<file path="src/ckmc_cfg.svh">
// constants for the kernel mode control block
// assumes inclusion by the design module only
`ifndef CKMC_CFG_SVH
`define CKMC_CFG_SVH
`define CKMC_MODULE_ON_BIT 0
`define CKMC_MODULE_ON_GUARD 1
`define CKMC_NOM_LSB 4
`define CKMC_NOM_GUARD 7
`define CKMC_SUM_LSB 8
`define CKMC_SUM_GUARD 11
`define CKMC_COM_LSB 12
`define CKMC_COM_GUARD 15
`define CKMC_CFG_RST 2'h0
`define CKMC_OPM_NORMAL_A 2'h0
`define CKMC_OPM_SUSPEND 2'h1
`define CKMC_OPM_CLOCK_OFF 2'h2
`define CKMC_STOP1_CODE 2'h3
`define CKMC_CLEANUP_CYC 4'h4
`endif

</file>
<file path="src/ckmc_pkg.sv">
// types for the kernel mode control block
// assumes ckmc_cfg.svh in the include path
package ckmc_pkg;
   typedef enum logic [1:0] {ckmc_run, ckmc_cleanup, ckmc_stopped} ckmc_phase_t;
   typedef struct packed {
      logic [15:0] wdata;
      logic wr;
      logic rd;
   } ckmc_regreq_t;
   typedef struct packed {
      logic module_on_bit;
      logic [1:0] normal_mode_kernel_cfg;
      logic [1:0] suspend_mode_kernel_cfg;
      logic [1:0] clock_off_kernel_cfg;
   } ckmc_cfg_t;
   typedef struct packed {
      ckmc_cfg_t cfg;
      ckmc_phase_t phase;
      logic [3:0] cnt;
      logic [1:0] kmode;
      logic [1:0] req_s1;
      logic [1:0] req_s2;
      logic [15:0] rdata;
      logic rvalid;
      logic [4:0] tx_start;
      logic [4:0] tx_held;
      logic [4:0] tx_level;
      logic clk_en_out;
      logic reg_ok;
   } ckmc_state_t;
endpackage

</file>
<file path="src/ckmc_kernel_mode_ctrl.sv">
// kernel mode control for a five-node CAN controller
// assumes requests arrive from other domains; node and register inputs on clk
`timescale 1ns/1ns
`include "ckmc_cfg.svh"
module ckmc_kernel_mode_ctrl (
   input wire logic clk,
   input wire logic rst_n,
   input wire logic dbg_rst_n,
   input wire logic ce,
   input wire logic suspend_req,
   input wire logic clock_off_req,
   input wire logic [4:0] node_suspend_en,
   input wire logic [4:0] node_in_frame,
   input wire logic [4:0] node_tx_pending,
   input wire logic [4:0] node_tx_bit,
   input wire ckmc_pkg::ckmc_regreq_t cfg_req,
   input wire ckmc_pkg::ckmc_regreq_t kernel_req,
   output logic [15:0] cfg_rdata,
   output logic cfg_rvalid,
   output logic [4:0] node_tx_start,
   output logic [4:0] node_tx_held,
   output logic [4:0] can_tx,
   output logic kernel_reg_ok,
   output logic module_clk_en,
   output logic [1:0] kernel_mode
);
   ckmc_pkg::ckmc_state_t s_r;
   ckmc_pkg::ckmc_state_t s_nxt;
   logic [1:0] sus_r;
   logic [1:0] sus_nxt;

   // upper bit of a kernel field set means kernel stop
   function automatic logic is_stop(input logic [1:0] m);
      is_stop = m[1];
   endfunction

   function automatic logic [1:0] upd(input logic [1:0] old, input logic [15:0] d, input int lsb, input int g);
      upd = d[g] ? d[lsb +: 2] : old;
   endfunction

   // clock-off request outranks suspend, so code 11 never stands for both
   function automatic logic [1:0] op_mode(input logic [1:0] req);
      if (req[1]) begin
         op_mode = `CKMC_OPM_CLOCK_OFF;
      end else if (req[0]) begin
         op_mode = `CKMC_OPM_SUSPEND;
      end else begin
         op_mode = `CKMC_OPM_NORMAL_A;
      end
   endfunction

   // operating code to governing field; codes 00 and 11 use the normal field
   function automatic logic [1:0] pick_cfg(input logic [1:0] opm, input logic [1:0] nom, input logic [1:0] sus,
      input logic [1:0] com);
      case (opm)
         `CKMC_OPM_SUSPEND: pick_cfg = sus;
         `CKMC_OPM_CLOCK_OFF: pick_cfg = com;
         default: pick_cfg = nom;
      endcase
   endfunction

   logic [1:0] opm_w;
   logic [1:0] sel_w;
   logic run_ok;
   logic dbg_hold;
   logic force_rec;
   wire logic [4:0] start_w;
   wire logic [4:0] held_w;
   wire logic [4:0] level_w;

   assign opm_w = op_mode(s_r.req_s2);
   assign sel_w = pick_cfg(opm_w, s_r.cfg.normal_mode_kernel_cfg, sus_r, s_r.cfg.clock_off_kernel_cfg);
   assign run_ok = (s_r.phase == ckmc_pkg::ckmc_run) && s_r.cfg.module_on_bit && !is_stop(sel_w);
   assign dbg_hold = (opm_w == `CKMC_OPM_SUSPEND);
   assign force_rec = (s_r.phase == ckmc_pkg::ckmc_stopped) || !s_r.cfg.module_on_bit;

   generate
      for (genvar n = 0; n < 5; n++) begin : g_node
         logic susp;
         assign susp = dbg_hold && node_suspend_en[n];
         // registered start blocks a repeat while the far side drops pending
         assign start_w[n] = run_ok && !susp && node_tx_pending[n] && !node_in_frame[n]
            && !s_r.tx_start[n];
         assign held_w[n] = node_tx_pending[n] && !start_w[n] && !node_in_frame[n]
            && !s_r.tx_start[n];
         // a frame on the bus may finish under suspend, not under stop
         assign level_w[n] = force_rec ? 1'b1 : node_tx_bit[n];
      end
   endgenerate

   always_comb begin
      logic [1:0] opm;
      logic [1:0] sel;
      logic stop_now;
      opm = opm_w;
      sel = 2'h0;
      stop_now = 1'b0;
      s_nxt = s_r;
      sus_nxt = sus_r;
      s_nxt.req_s1 = {clock_off_req, suspend_req};
      s_nxt.req_s2 = s_r.req_s1;
      // configuration register writes are honoured even when module is off
      if (cfg_req.wr) begin
         if (cfg_req.wdata[`CKMC_MODULE_ON_GUARD]) begin
            s_nxt.cfg.module_on_bit = cfg_req.wdata[`CKMC_MODULE_ON_BIT];
         end
         s_nxt.cfg.normal_mode_kernel_cfg = upd(s_r.cfg.normal_mode_kernel_cfg, cfg_req.wdata,
            `CKMC_NOM_LSB, `CKMC_NOM_GUARD);
         s_nxt.cfg.clock_off_kernel_cfg = upd(s_r.cfg.clock_off_kernel_cfg, cfg_req.wdata,
            `CKMC_COM_LSB, `CKMC_COM_GUARD);
         sus_nxt = upd(sus_r, cfg_req.wdata, `CKMC_SUM_LSB, `CKMC_SUM_GUARD);
      end
      s_nxt.rvalid = cfg_req.rd;
      s_nxt.rdata = 16'h0000;
      if (cfg_req.rd) begin
         s_nxt.rdata[`CKMC_MODULE_ON_BIT] = s_r.cfg.module_on_bit;
         s_nxt.rdata[`CKMC_NOM_LSB +: 2] = s_r.cfg.normal_mode_kernel_cfg;
         s_nxt.rdata[`CKMC_SUM_LSB +: 2] = sus_r;
         s_nxt.rdata[`CKMC_COM_LSB +: 2] = s_r.cfg.clock_off_kernel_cfg;
      end
      sel = sel_w;
      s_nxt.kmode = sel;
      stop_now = !s_r.cfg.module_on_bit;
      // clock kept running in normal and suspend while module on; off for clock-off or module off
      s_nxt.clk_en_out = s_r.cfg.module_on_bit && (opm != `CKMC_OPM_CLOCK_OFF);
      case (s_r.phase)
         ckmc_pkg::ckmc_run: begin
            if (stop_now) begin
               s_nxt.phase = ckmc_pkg::ckmc_stopped;
            end else if (is_stop(sel)) begin
               s_nxt.phase = ckmc_pkg::ckmc_cleanup;
               s_nxt.cnt = `CKMC_CLEANUP_CYC;
            end
         end
         ckmc_pkg::ckmc_cleanup: begin
            if (stop_now) begin
               s_nxt.phase = ckmc_pkg::ckmc_stopped;
            end else if (!is_stop(sel)) begin
               s_nxt.phase = ckmc_pkg::ckmc_run;
            end else if (s_r.cnt == 4'h1) begin
               s_nxt.phase = ckmc_pkg::ckmc_stopped;
            end else begin
               s_nxt.cnt = s_r.cnt - 4'h1;
            end
         end
         ckmc_pkg::ckmc_stopped: begin
            if (!stop_now && !is_stop(sel)) begin
               s_nxt.phase = ckmc_pkg::ckmc_run;
            end
         end
         default: begin
            s_nxt.phase = ckmc_pkg::ckmc_stopped;
         end
      endcase
      s_nxt.reg_ok = s_r.cfg.module_on_bit && (s_r.phase != ckmc_pkg::ckmc_stopped);
      s_nxt.tx_start = start_w;
      s_nxt.tx_held = held_w;
      s_nxt.tx_level = level_w;
   end

   always_ff @(posedge clk or negedge rst_n) begin
      if (!rst_n) begin
         s_r.cfg.module_on_bit <= 1'b0;
         s_r.cfg.normal_mode_kernel_cfg <= `CKMC_CFG_RST;
         s_r.cfg.suspend_mode_kernel_cfg <= `CKMC_CFG_RST;
         s_r.cfg.clock_off_kernel_cfg <= `CKMC_CFG_RST;
         s_r.phase <= ckmc_pkg::ckmc_stopped;
         s_r.cnt <= 4'h0;
         s_r.kmode <= 2'h0;
         s_r.req_s1 <= 2'h0;
         s_r.req_s2 <= 2'h0;
         s_r.rdata <= 16'h0000;
         s_r.rvalid <= 1'b0;
         s_r.tx_start <= 5'h00;
         s_r.tx_held <= 5'h00;
         s_r.tx_level <= 5'h1f;
         s_r.clk_en_out <= 1'b0;
         s_r.reg_ok <= 1'b0;
      end else if (ce) begin
         s_r <= s_nxt;
      end
   end

   always_ff @(posedge clk or negedge dbg_rst_n) begin
      if (!dbg_rst_n) begin
         sus_r <= `CKMC_CFG_RST;
      end else if (ce) begin
         sus_r <= sus_nxt;
      end
   end

   assign cfg_rdata = s_r.rdata;
   assign cfg_rvalid = s_r.rvalid;
   assign node_tx_start = s_r.tx_start;
   assign node_tx_held = s_r.tx_held;
   assign can_tx = s_r.tx_level;
   assign kernel_reg_ok = s_r.reg_ok;
   assign module_clk_en = s_r.clk_en_out;
   assign kernel_mode = s_r.kmode;
endmodule

</file>
<file path="config.mk">
export PLATFORM = sky130hd
export DESIGN_NAME = ckmc_kernel_mode_ctrl
export DESIGN_NICKNAME = d
export VERILOG_FILES = /design/src/ckmc_pkg.sv /design/src/ckmc_kernel_mode_ctrl.sv
export VERILOG_INCLUDE_DIRS = /design/src
export SDC_FILE = /design/constraint.sdc
export NUM_CORES = 1
export LEC_CHECK = 0
export BUFFER_PORTS_ARGS = -buffer_cell sky130_fd_sc_hd__buf_2
export CORE_MARGIN = 2
export CORE_UTILIZATION = 48
export DETAILED_ROUTE_END_ITERATION = 7
export PLACE_DENSITY_LB_ADDON = 0.1
export RECOVER_POWER = 25
export SYNTH_ARGS = -nofsm -noshare
export SYNTH_HDL_FRONTEND = slang
export SYNTH_SLANG_ARGS = --single-unit
</file>
<file path="constraint.sdc">
create_clock -name clk -period 1.85 [get_ports clk]
set_input_delay 0.2775 -clock clk [delete_from_list [all_inputs] [get_ports clk]]
set_output_delay 0.2775 -clock clk [all_outputs]
set_load 0.01 [all_outputs]
</file>
==> impl_metrics.json, run 1 <==
{
  "worstPathArrival_ns": 1.75,
  "wire_per_inst_microns": 13.5,
  "antenna_cells": 0,
  "clk_latency_ns": 0.29,
  "grt_max_degree": 25,
  "synth_edf_count": 0,
  "synth_top_cell_by_area": "dfrtp_1",
  "synthAdderAreaFrac_pct": 1.09,
  "hpwl_mm": 3.13,
  "ant_nets": 0,
  "cts_setup_buffers": 0,
  "finalPower_uw": 2520,
  "hold_class": "input port to flip-flop",
  "fillers": 439,
  "cts_tree": "yes",
  "yosys.area_share.xor_xnor_pct": 0,
  "synth-compound-area-share_pct": 17.9,
  "synth_warnings": 0,
  "rsz0062_at_grt": "no",
  "synth_simple_gate_area_share_pct": 9.02,
  "antenna_found_initial": 0,
  "grt_pass1_wl_mm": 6.80,
  "grtUsageTotal_pct": 16.6,
  "async_flop_share_pct": 100,
  "syn-instance-count": 213,
  "gp_congestion": 0.781,
  "drc": 0,
  "clk_pin_slew_ns": 0.09,
  "cp_data_required_time_ns": 2.03,
  "cts_resized": 0,
  "finalMaxSlewViolations": 0,
  "via_count": 1593,
  "io_buffer_count": 65,
  "ys_seq_elements": 44,
  "clock_sinks": 44,
  "ys_seq_area_share_pct": 48.4,
  "worst_pin_slew_ns": 1.08,
  "synth.avg_cell_area_sq_um": 10.7,
  "routed_via_density": 5.07,
  "io_pins": 98,
  "synthTopCellsByArea": "dfrtp_1 42%, buf_4 11%, dfstp_2 6.9%, mux2_2 5.9%, inv_1 3.9%",
  "cts-root-buf": "clkbuf_8",
  "cts_hold_buf": 2,
  "final_cell_mix": "62 x buf_2, 38 x dfrtp_1, 24 x inv_1, 13 x o21ai_0, 13 x nand3_1",
  "finalClockSkew_ns": 0.00928,
  "reg2reg_slack_ns": 0.29,
  "post-route-min-period_ns": 1.56,
  "power_density_mw_per_mm2": 984,
  "overflow": 0,
  "cp_max_fo": 24,
  "area_growth_pct": 12.1,
  "h-tree-depth": 2,
  "layout-drive-gt1-share_pct": 40.0,
  "grt_pass1_vias": 1466,
  "yosysUniqueCellTypes": 41,
  "total_leakage_power_uw": 0.00123,
  "startpoint_type": "input port",
  "drt-total-wl_mm": 4.25,
  "period_share_pct": 84.6,
  "synth_flop_cell": "dfrtp_1",
  "tns_ns": 0,
  "drv_cap": 0,
  "outcome": "complete, no violations",
  "slew_headroom_pct": 28.0,
  "finalSetupViolations": 0,
  "hold_ws_ns": 0.188,
  "cts_max_path_buffers": 2,
  "muxShareOfSynthArea_pct": 7.00,
  "synth_area_sq_mm": 0.00229,
  "coreArea_sq_mm": 0.00466,
  "num_rows": 25,
  "die_height_microns": 73.0,
  "finalHoldViolCount": 0,
  "die_x_microns": 73.0,
  "fmax_mhz": 639,
  "drtPass1Iterations": 4,
  "synth_top_family_by_area": "compound AO/OA/AOI/OAI gates",
  "critPathKind": "input port to flip-flop",
  "critPathCaptureType": "flip-flop",
  "synth_top_area_share_pct": 41.6,
  "die-area_sq_mm": 0.00534,
  "final_common_cell": "buf_2",
  "nets": 323,
  "peakVddDrop_mv": 0.507,
  "numCtsBuffers": 5,
  "drt-initial-drc-count": 85,
  "initial_utilization_pct": 49.1
}
per-stage QoR:
stage | area (sq um) | setup WS, ns | utilization (%) | instances
final | 2560 | 0.286 | 55.0 | 314
after global routing | 2560 | 0.124 | 55.0 | 314
after CTS | 2580 | 0.264 | 55.4 | 314
after detailed placement | 2480 | 0.272 | 53.3 | 304
after global placement | 2480 | 0.286 | 53.3 | 304
after floorplan | 2320 | 0.487 | - | 221
final timing paths:
kind                             end            from  depth (start not counted)
min reg2reg                  s_r[35]       s_nxt[35]                          2
max in group asynchronous  can_tx[2]           rst_n                          3
max                          s_r[44]              ce                          4
max reg2reg                  s_r[45]         s_r[34]                          4
min                        can_tx[4]  node_tx_bit[4]                          2
min in group asynchronous   sus_r[0]       dbg_rst_n                          2
final cells by class:
cell class / instances / area, sq um / area share, %
multi-input combinational: 113 / 836 / 32.6
inverter: 24 / 90.1 / 3.51
sequential: 44 / 1110 / 43.2
clock buffer: 7 / 76.3 / 2.98
clock inverter: 1 / 5.00 / 0.195
timing repair buffer: 71 / 382 / 14.9
tap: 54 / 67.6 / 2.63
synth_stat cells, drive strengths merged (2+ instances only):
| library cell | n |
|---|---|
| o2bb2ai | 5 |
| a31oi | 3 |
| dfstp | 6 |
| clkbuf | 3 |
| dfrtp | 38 |
| nor2 | 7 |
| inv | 24 |
| o21bai | 2 |
| o41ai | 2 |
| o21ai | 14 |
| buf | 37 |
| o22a | 5 |
| a21bo | 5 |
| nand2 | 6 |
| ha | 2 |
| o32ai | 5 |
| nor2b | 2 |
| mux2 | 13 |
| nand4 | 5 |
| nand3 | 13 |
| o211ai | 2 |
critical path, stage by stage:
cell      delay, ns
clkbuf_1       0.43
clkbuf_2       0.53
inv_1          0.27
a21o_1         0.23
cells by family after synthesis:
group,Yosys count
buffers and inverters,64
adders and majority gates,2
and+or+nand+nor,39
AOI/OAI and AO/OA,49
DFF,44
other,1
muxes,14
power by group:
group	switching [uW]	internal, uW	leakage (uW)	total [uW]
registers	132	1140	0.000547	1270
clock network	314	265	0.0000422	579
logic	348	325	0.000642	673
registers in the layout, indices dropped and copies added (netlist names):
name and cells:
s_r 13, cfg_rvalid 1, can_tx 5, s_nxt 2, module_clk_en 1, sus_r 2, kernel_mode 2, node_tx_held 5
kernel_reg_ok 1, node_tx_start 5, cfg_rdata 7
per-layer routing:
metal | global-route usage, % | wire length, microns | vias up
met4 | 6.17 | 39 | 0
met5 | 0 | 0 | -
met3 | 4.14 | 242 | 4
met1 | 22.1 | 2010 | 746
li1 | - | - | 793
met2 | 26.2 | 1960 | 50
Power figures use the tool's default switching activity.
==> run 2, diff against run 1 <==
Clock period 1.85 ns to 1.5 ns, I/O delays scaled along.
==> run 2 against run 1 <==
Worst setup slack got worse by 0.21 ns. Clock skew fell by 0.0043 ns. Cell count rose by 1.6%. Worst hold slack got worse by 0.050 ns. Critical path type is now flip-flop to flip-flop. Largest cell class unchanged.
==> impl_metrics.json, run 2 (same netlist as run 1, synthesis figures left out) <==
{
  "coreArea_sq_mm": 0.00466,
  "clock_sinks": 44,
  "cts_tree": "yes",
  "period_share_pct": 95.1,
  "largest_register_ffs": 13,
  "tns_ns": 0,
  "critPathCaptureType": "flip-flop",
  "drt-total-wl_mm": 4.08,
  "cts_setup_buffers": 0,
  "grt_max_degree": 30,
  "p_comb_share_pct": 27.9,
  "wire_per_inst_microns": 12.8,
  "die_height_microns": 73.0,
  "finalClockSkew_ns": 0.00500,
  "die-area_sq_mm": 0.00534,
  "max_stage_delay_ns": 0.40,
  "total_leakage_power_uw": 0.00127,
  "reg2reg_slack_ns": 0.07,
  "worst_path_max_delay_cell": "dfrtp_1",
  "cts_max_path_buffers": 2,
  "finalMaxSlewViolations": 0,
  "io_pins": 98,
  "overflow": 0,
  "post-route-min-period_ns": 1.43,
  "path_buf_inv": 1,
  "drv_cap": 0,
  "numCtsBuffers": 5,
  "via_count": 1624,
  "area_growth_pct": 15.4,
  "final_cell_mix": "64 x buf_2, 38 x dfrtp_1, 24 x inv_1, 13 x o21ai_0, 13 x nand3_1",
  "p_switching_uw": 989,
  "worst_pin_slew_ns": 0.677,
  "cp_top_family": "compound AO/OA/AOI/OAI gates",
  "num_rows": 25,
  "antenna_found_initial": 0,
  "finalHoldViolCount": 0,
  "cp_max_fo": 10,
  "clk_pin_slew_ns": 0.08,
  "io_buffer_count": 65,
  "nets": 328,
  "die_x_microns": 73.0,
  "h-tree-depth": 2,
  "sw_frac_of_total_pct": 30.8,
  "intPower_uw": 2230,
  "power.share.clock_pct": 23.5,
  "grt_pass1_wl_mm": 6.93,
  "grt_pass1_vias": 1540,
  "peakVddDrop_mv": 0.607,
  "hpwl_mm": 3.08,
  "drtPass1Iterations": 4,
  "clk_latency_ns": 0.29,
  "outcome": "complete, no violations",
  "ant_nets": 0,
  "finalSetupViolations": 0,
  "drt-initial-drc-count": 61,
  "grtUsageTotal_pct": 16.9,
  "cp_data_required_time_ns": 1.71,
  "startpoint_type": "flip-flop",
  "slew_headroom_pct": 54.9,
  "regMostFlops": "s_r",
  "antenna_cells": 0,
  "path_cells": "mux2_4 -> o21a_1 -> buf_12 -> o32ai_2",
  "p_seq_share_pct": 48.5,
  "hold_class": "input port to flip-flop",
  "final_common_cell": "buf_2",
  "fmax_mhz": 701,
  "power_density_mw_per_mm2": 1220,
  "routed_via_density": 5.09,
  "cts-root-buf": "clkbuf_8",
  "critPathKind": "flip-flop to flip-flop",
  "gp_congestion": 0.751,
  "finalCoreUtilization_pct": 56.6,
  "layout-drive-gt1-share_pct": 42.3,
  "drc": 0,
  "rsz0062_at_grt": "no",
  "initial_utilization_pct": 49.1,
  "worstPathArrival_ns": 1.63
}
## run 2: cell types whose count changed in the layout (fill, tap and decap cells not counted), sizes merged
cell / previous run / this run
buf: 65 / 72
clkbuf: 11 / 8
clkinv: 1 / 2
## run 2: final timing paths
kind / startpoint / end / depth (start not counted)
hold / removal: node_tx_bit[4] / can_tx[4] / 2
max in group asynchronous: rst_n / can_tx[2] / 3
hold reg to reg: node_tx_held[2] / node_tx_held[2] / 1
min in group asynchronous: dbg_rst_n / sus_r[0] / 2
setup / recovery: s_r[34] / node_tx_start[4] / 4
setup reg to reg: s_r[34] / node_tx_start[4] / 4
## run 2: repair_timing
action / in CTS / in global routing
hold buffers: 2 / 0
hold endpoints to repair: 17 / 0
endpoints found under the setup margin: 0 / 0
gates resized for setup: 0 / 0
## run 2: metrics by stage
stage / std cells / hold WS (ns) / worst slack, ns / cell area [sq um] / power (uW)
global route: 319 / 0.127 / 0.00450 / 2640 / 3450
global placement: 309 / 0.0106 / 0.0824 / 2530 / 2480
floorplan: 221 / -0.0706 / 0.137 / 2320 / 2260
CTS: 319 / 0.131 / 0.0550 / 2650 / 3280
finish: 319 / 0.138 / 0.0738 / 2640 / 3220
detailed placement: 309 / 0.0126 / 0.0766 / 2530 / 2490
## run 2: cell type report
cell class | count | area, sq um
Inverter | 24 | 90.1
Clock inverter | 2 | 10.0
Sequential cell | 44 | 1110
Multi-Input combinational cell | 113 | 836
Timing Repair Buffer | 76 | 445
Tap cell | 54 | 67.6
Fill cell | 424 | 2020
Clock buffer | 6 | 82.6
## run 2: metal layers
layer  part of all wire, %  track usage (%)
met1                    46             22.5
met2                    47             27.1
met3                   5.8             3.45
met4                   1.3             6.17
met5                     0                0
## run 2: worst reg2reg max path: cells and delay by family, from the launching register on
family,cells,cell delay [ns]
AO/OA/AOI/OAI,2,0.47
multiplexers,1,0.32
buffers and inverters,1,0.16
flip-flops,1,0.40
## run 2: power groups by stage
| stage | sequential [uW] | clock [uW] | combinational (uW) |
|---|---|---|---|
| floorplan | 1560 | 0 | 700 |
| global placement | 1580 | 0 | 901 |
| detailed placement | 1580 | 0 | 911 |
| CTS | 1560 | 798 | 919 |
| global route | 1590 | 848 | 1010 |
| finish | 1560 | 757 | 898 |
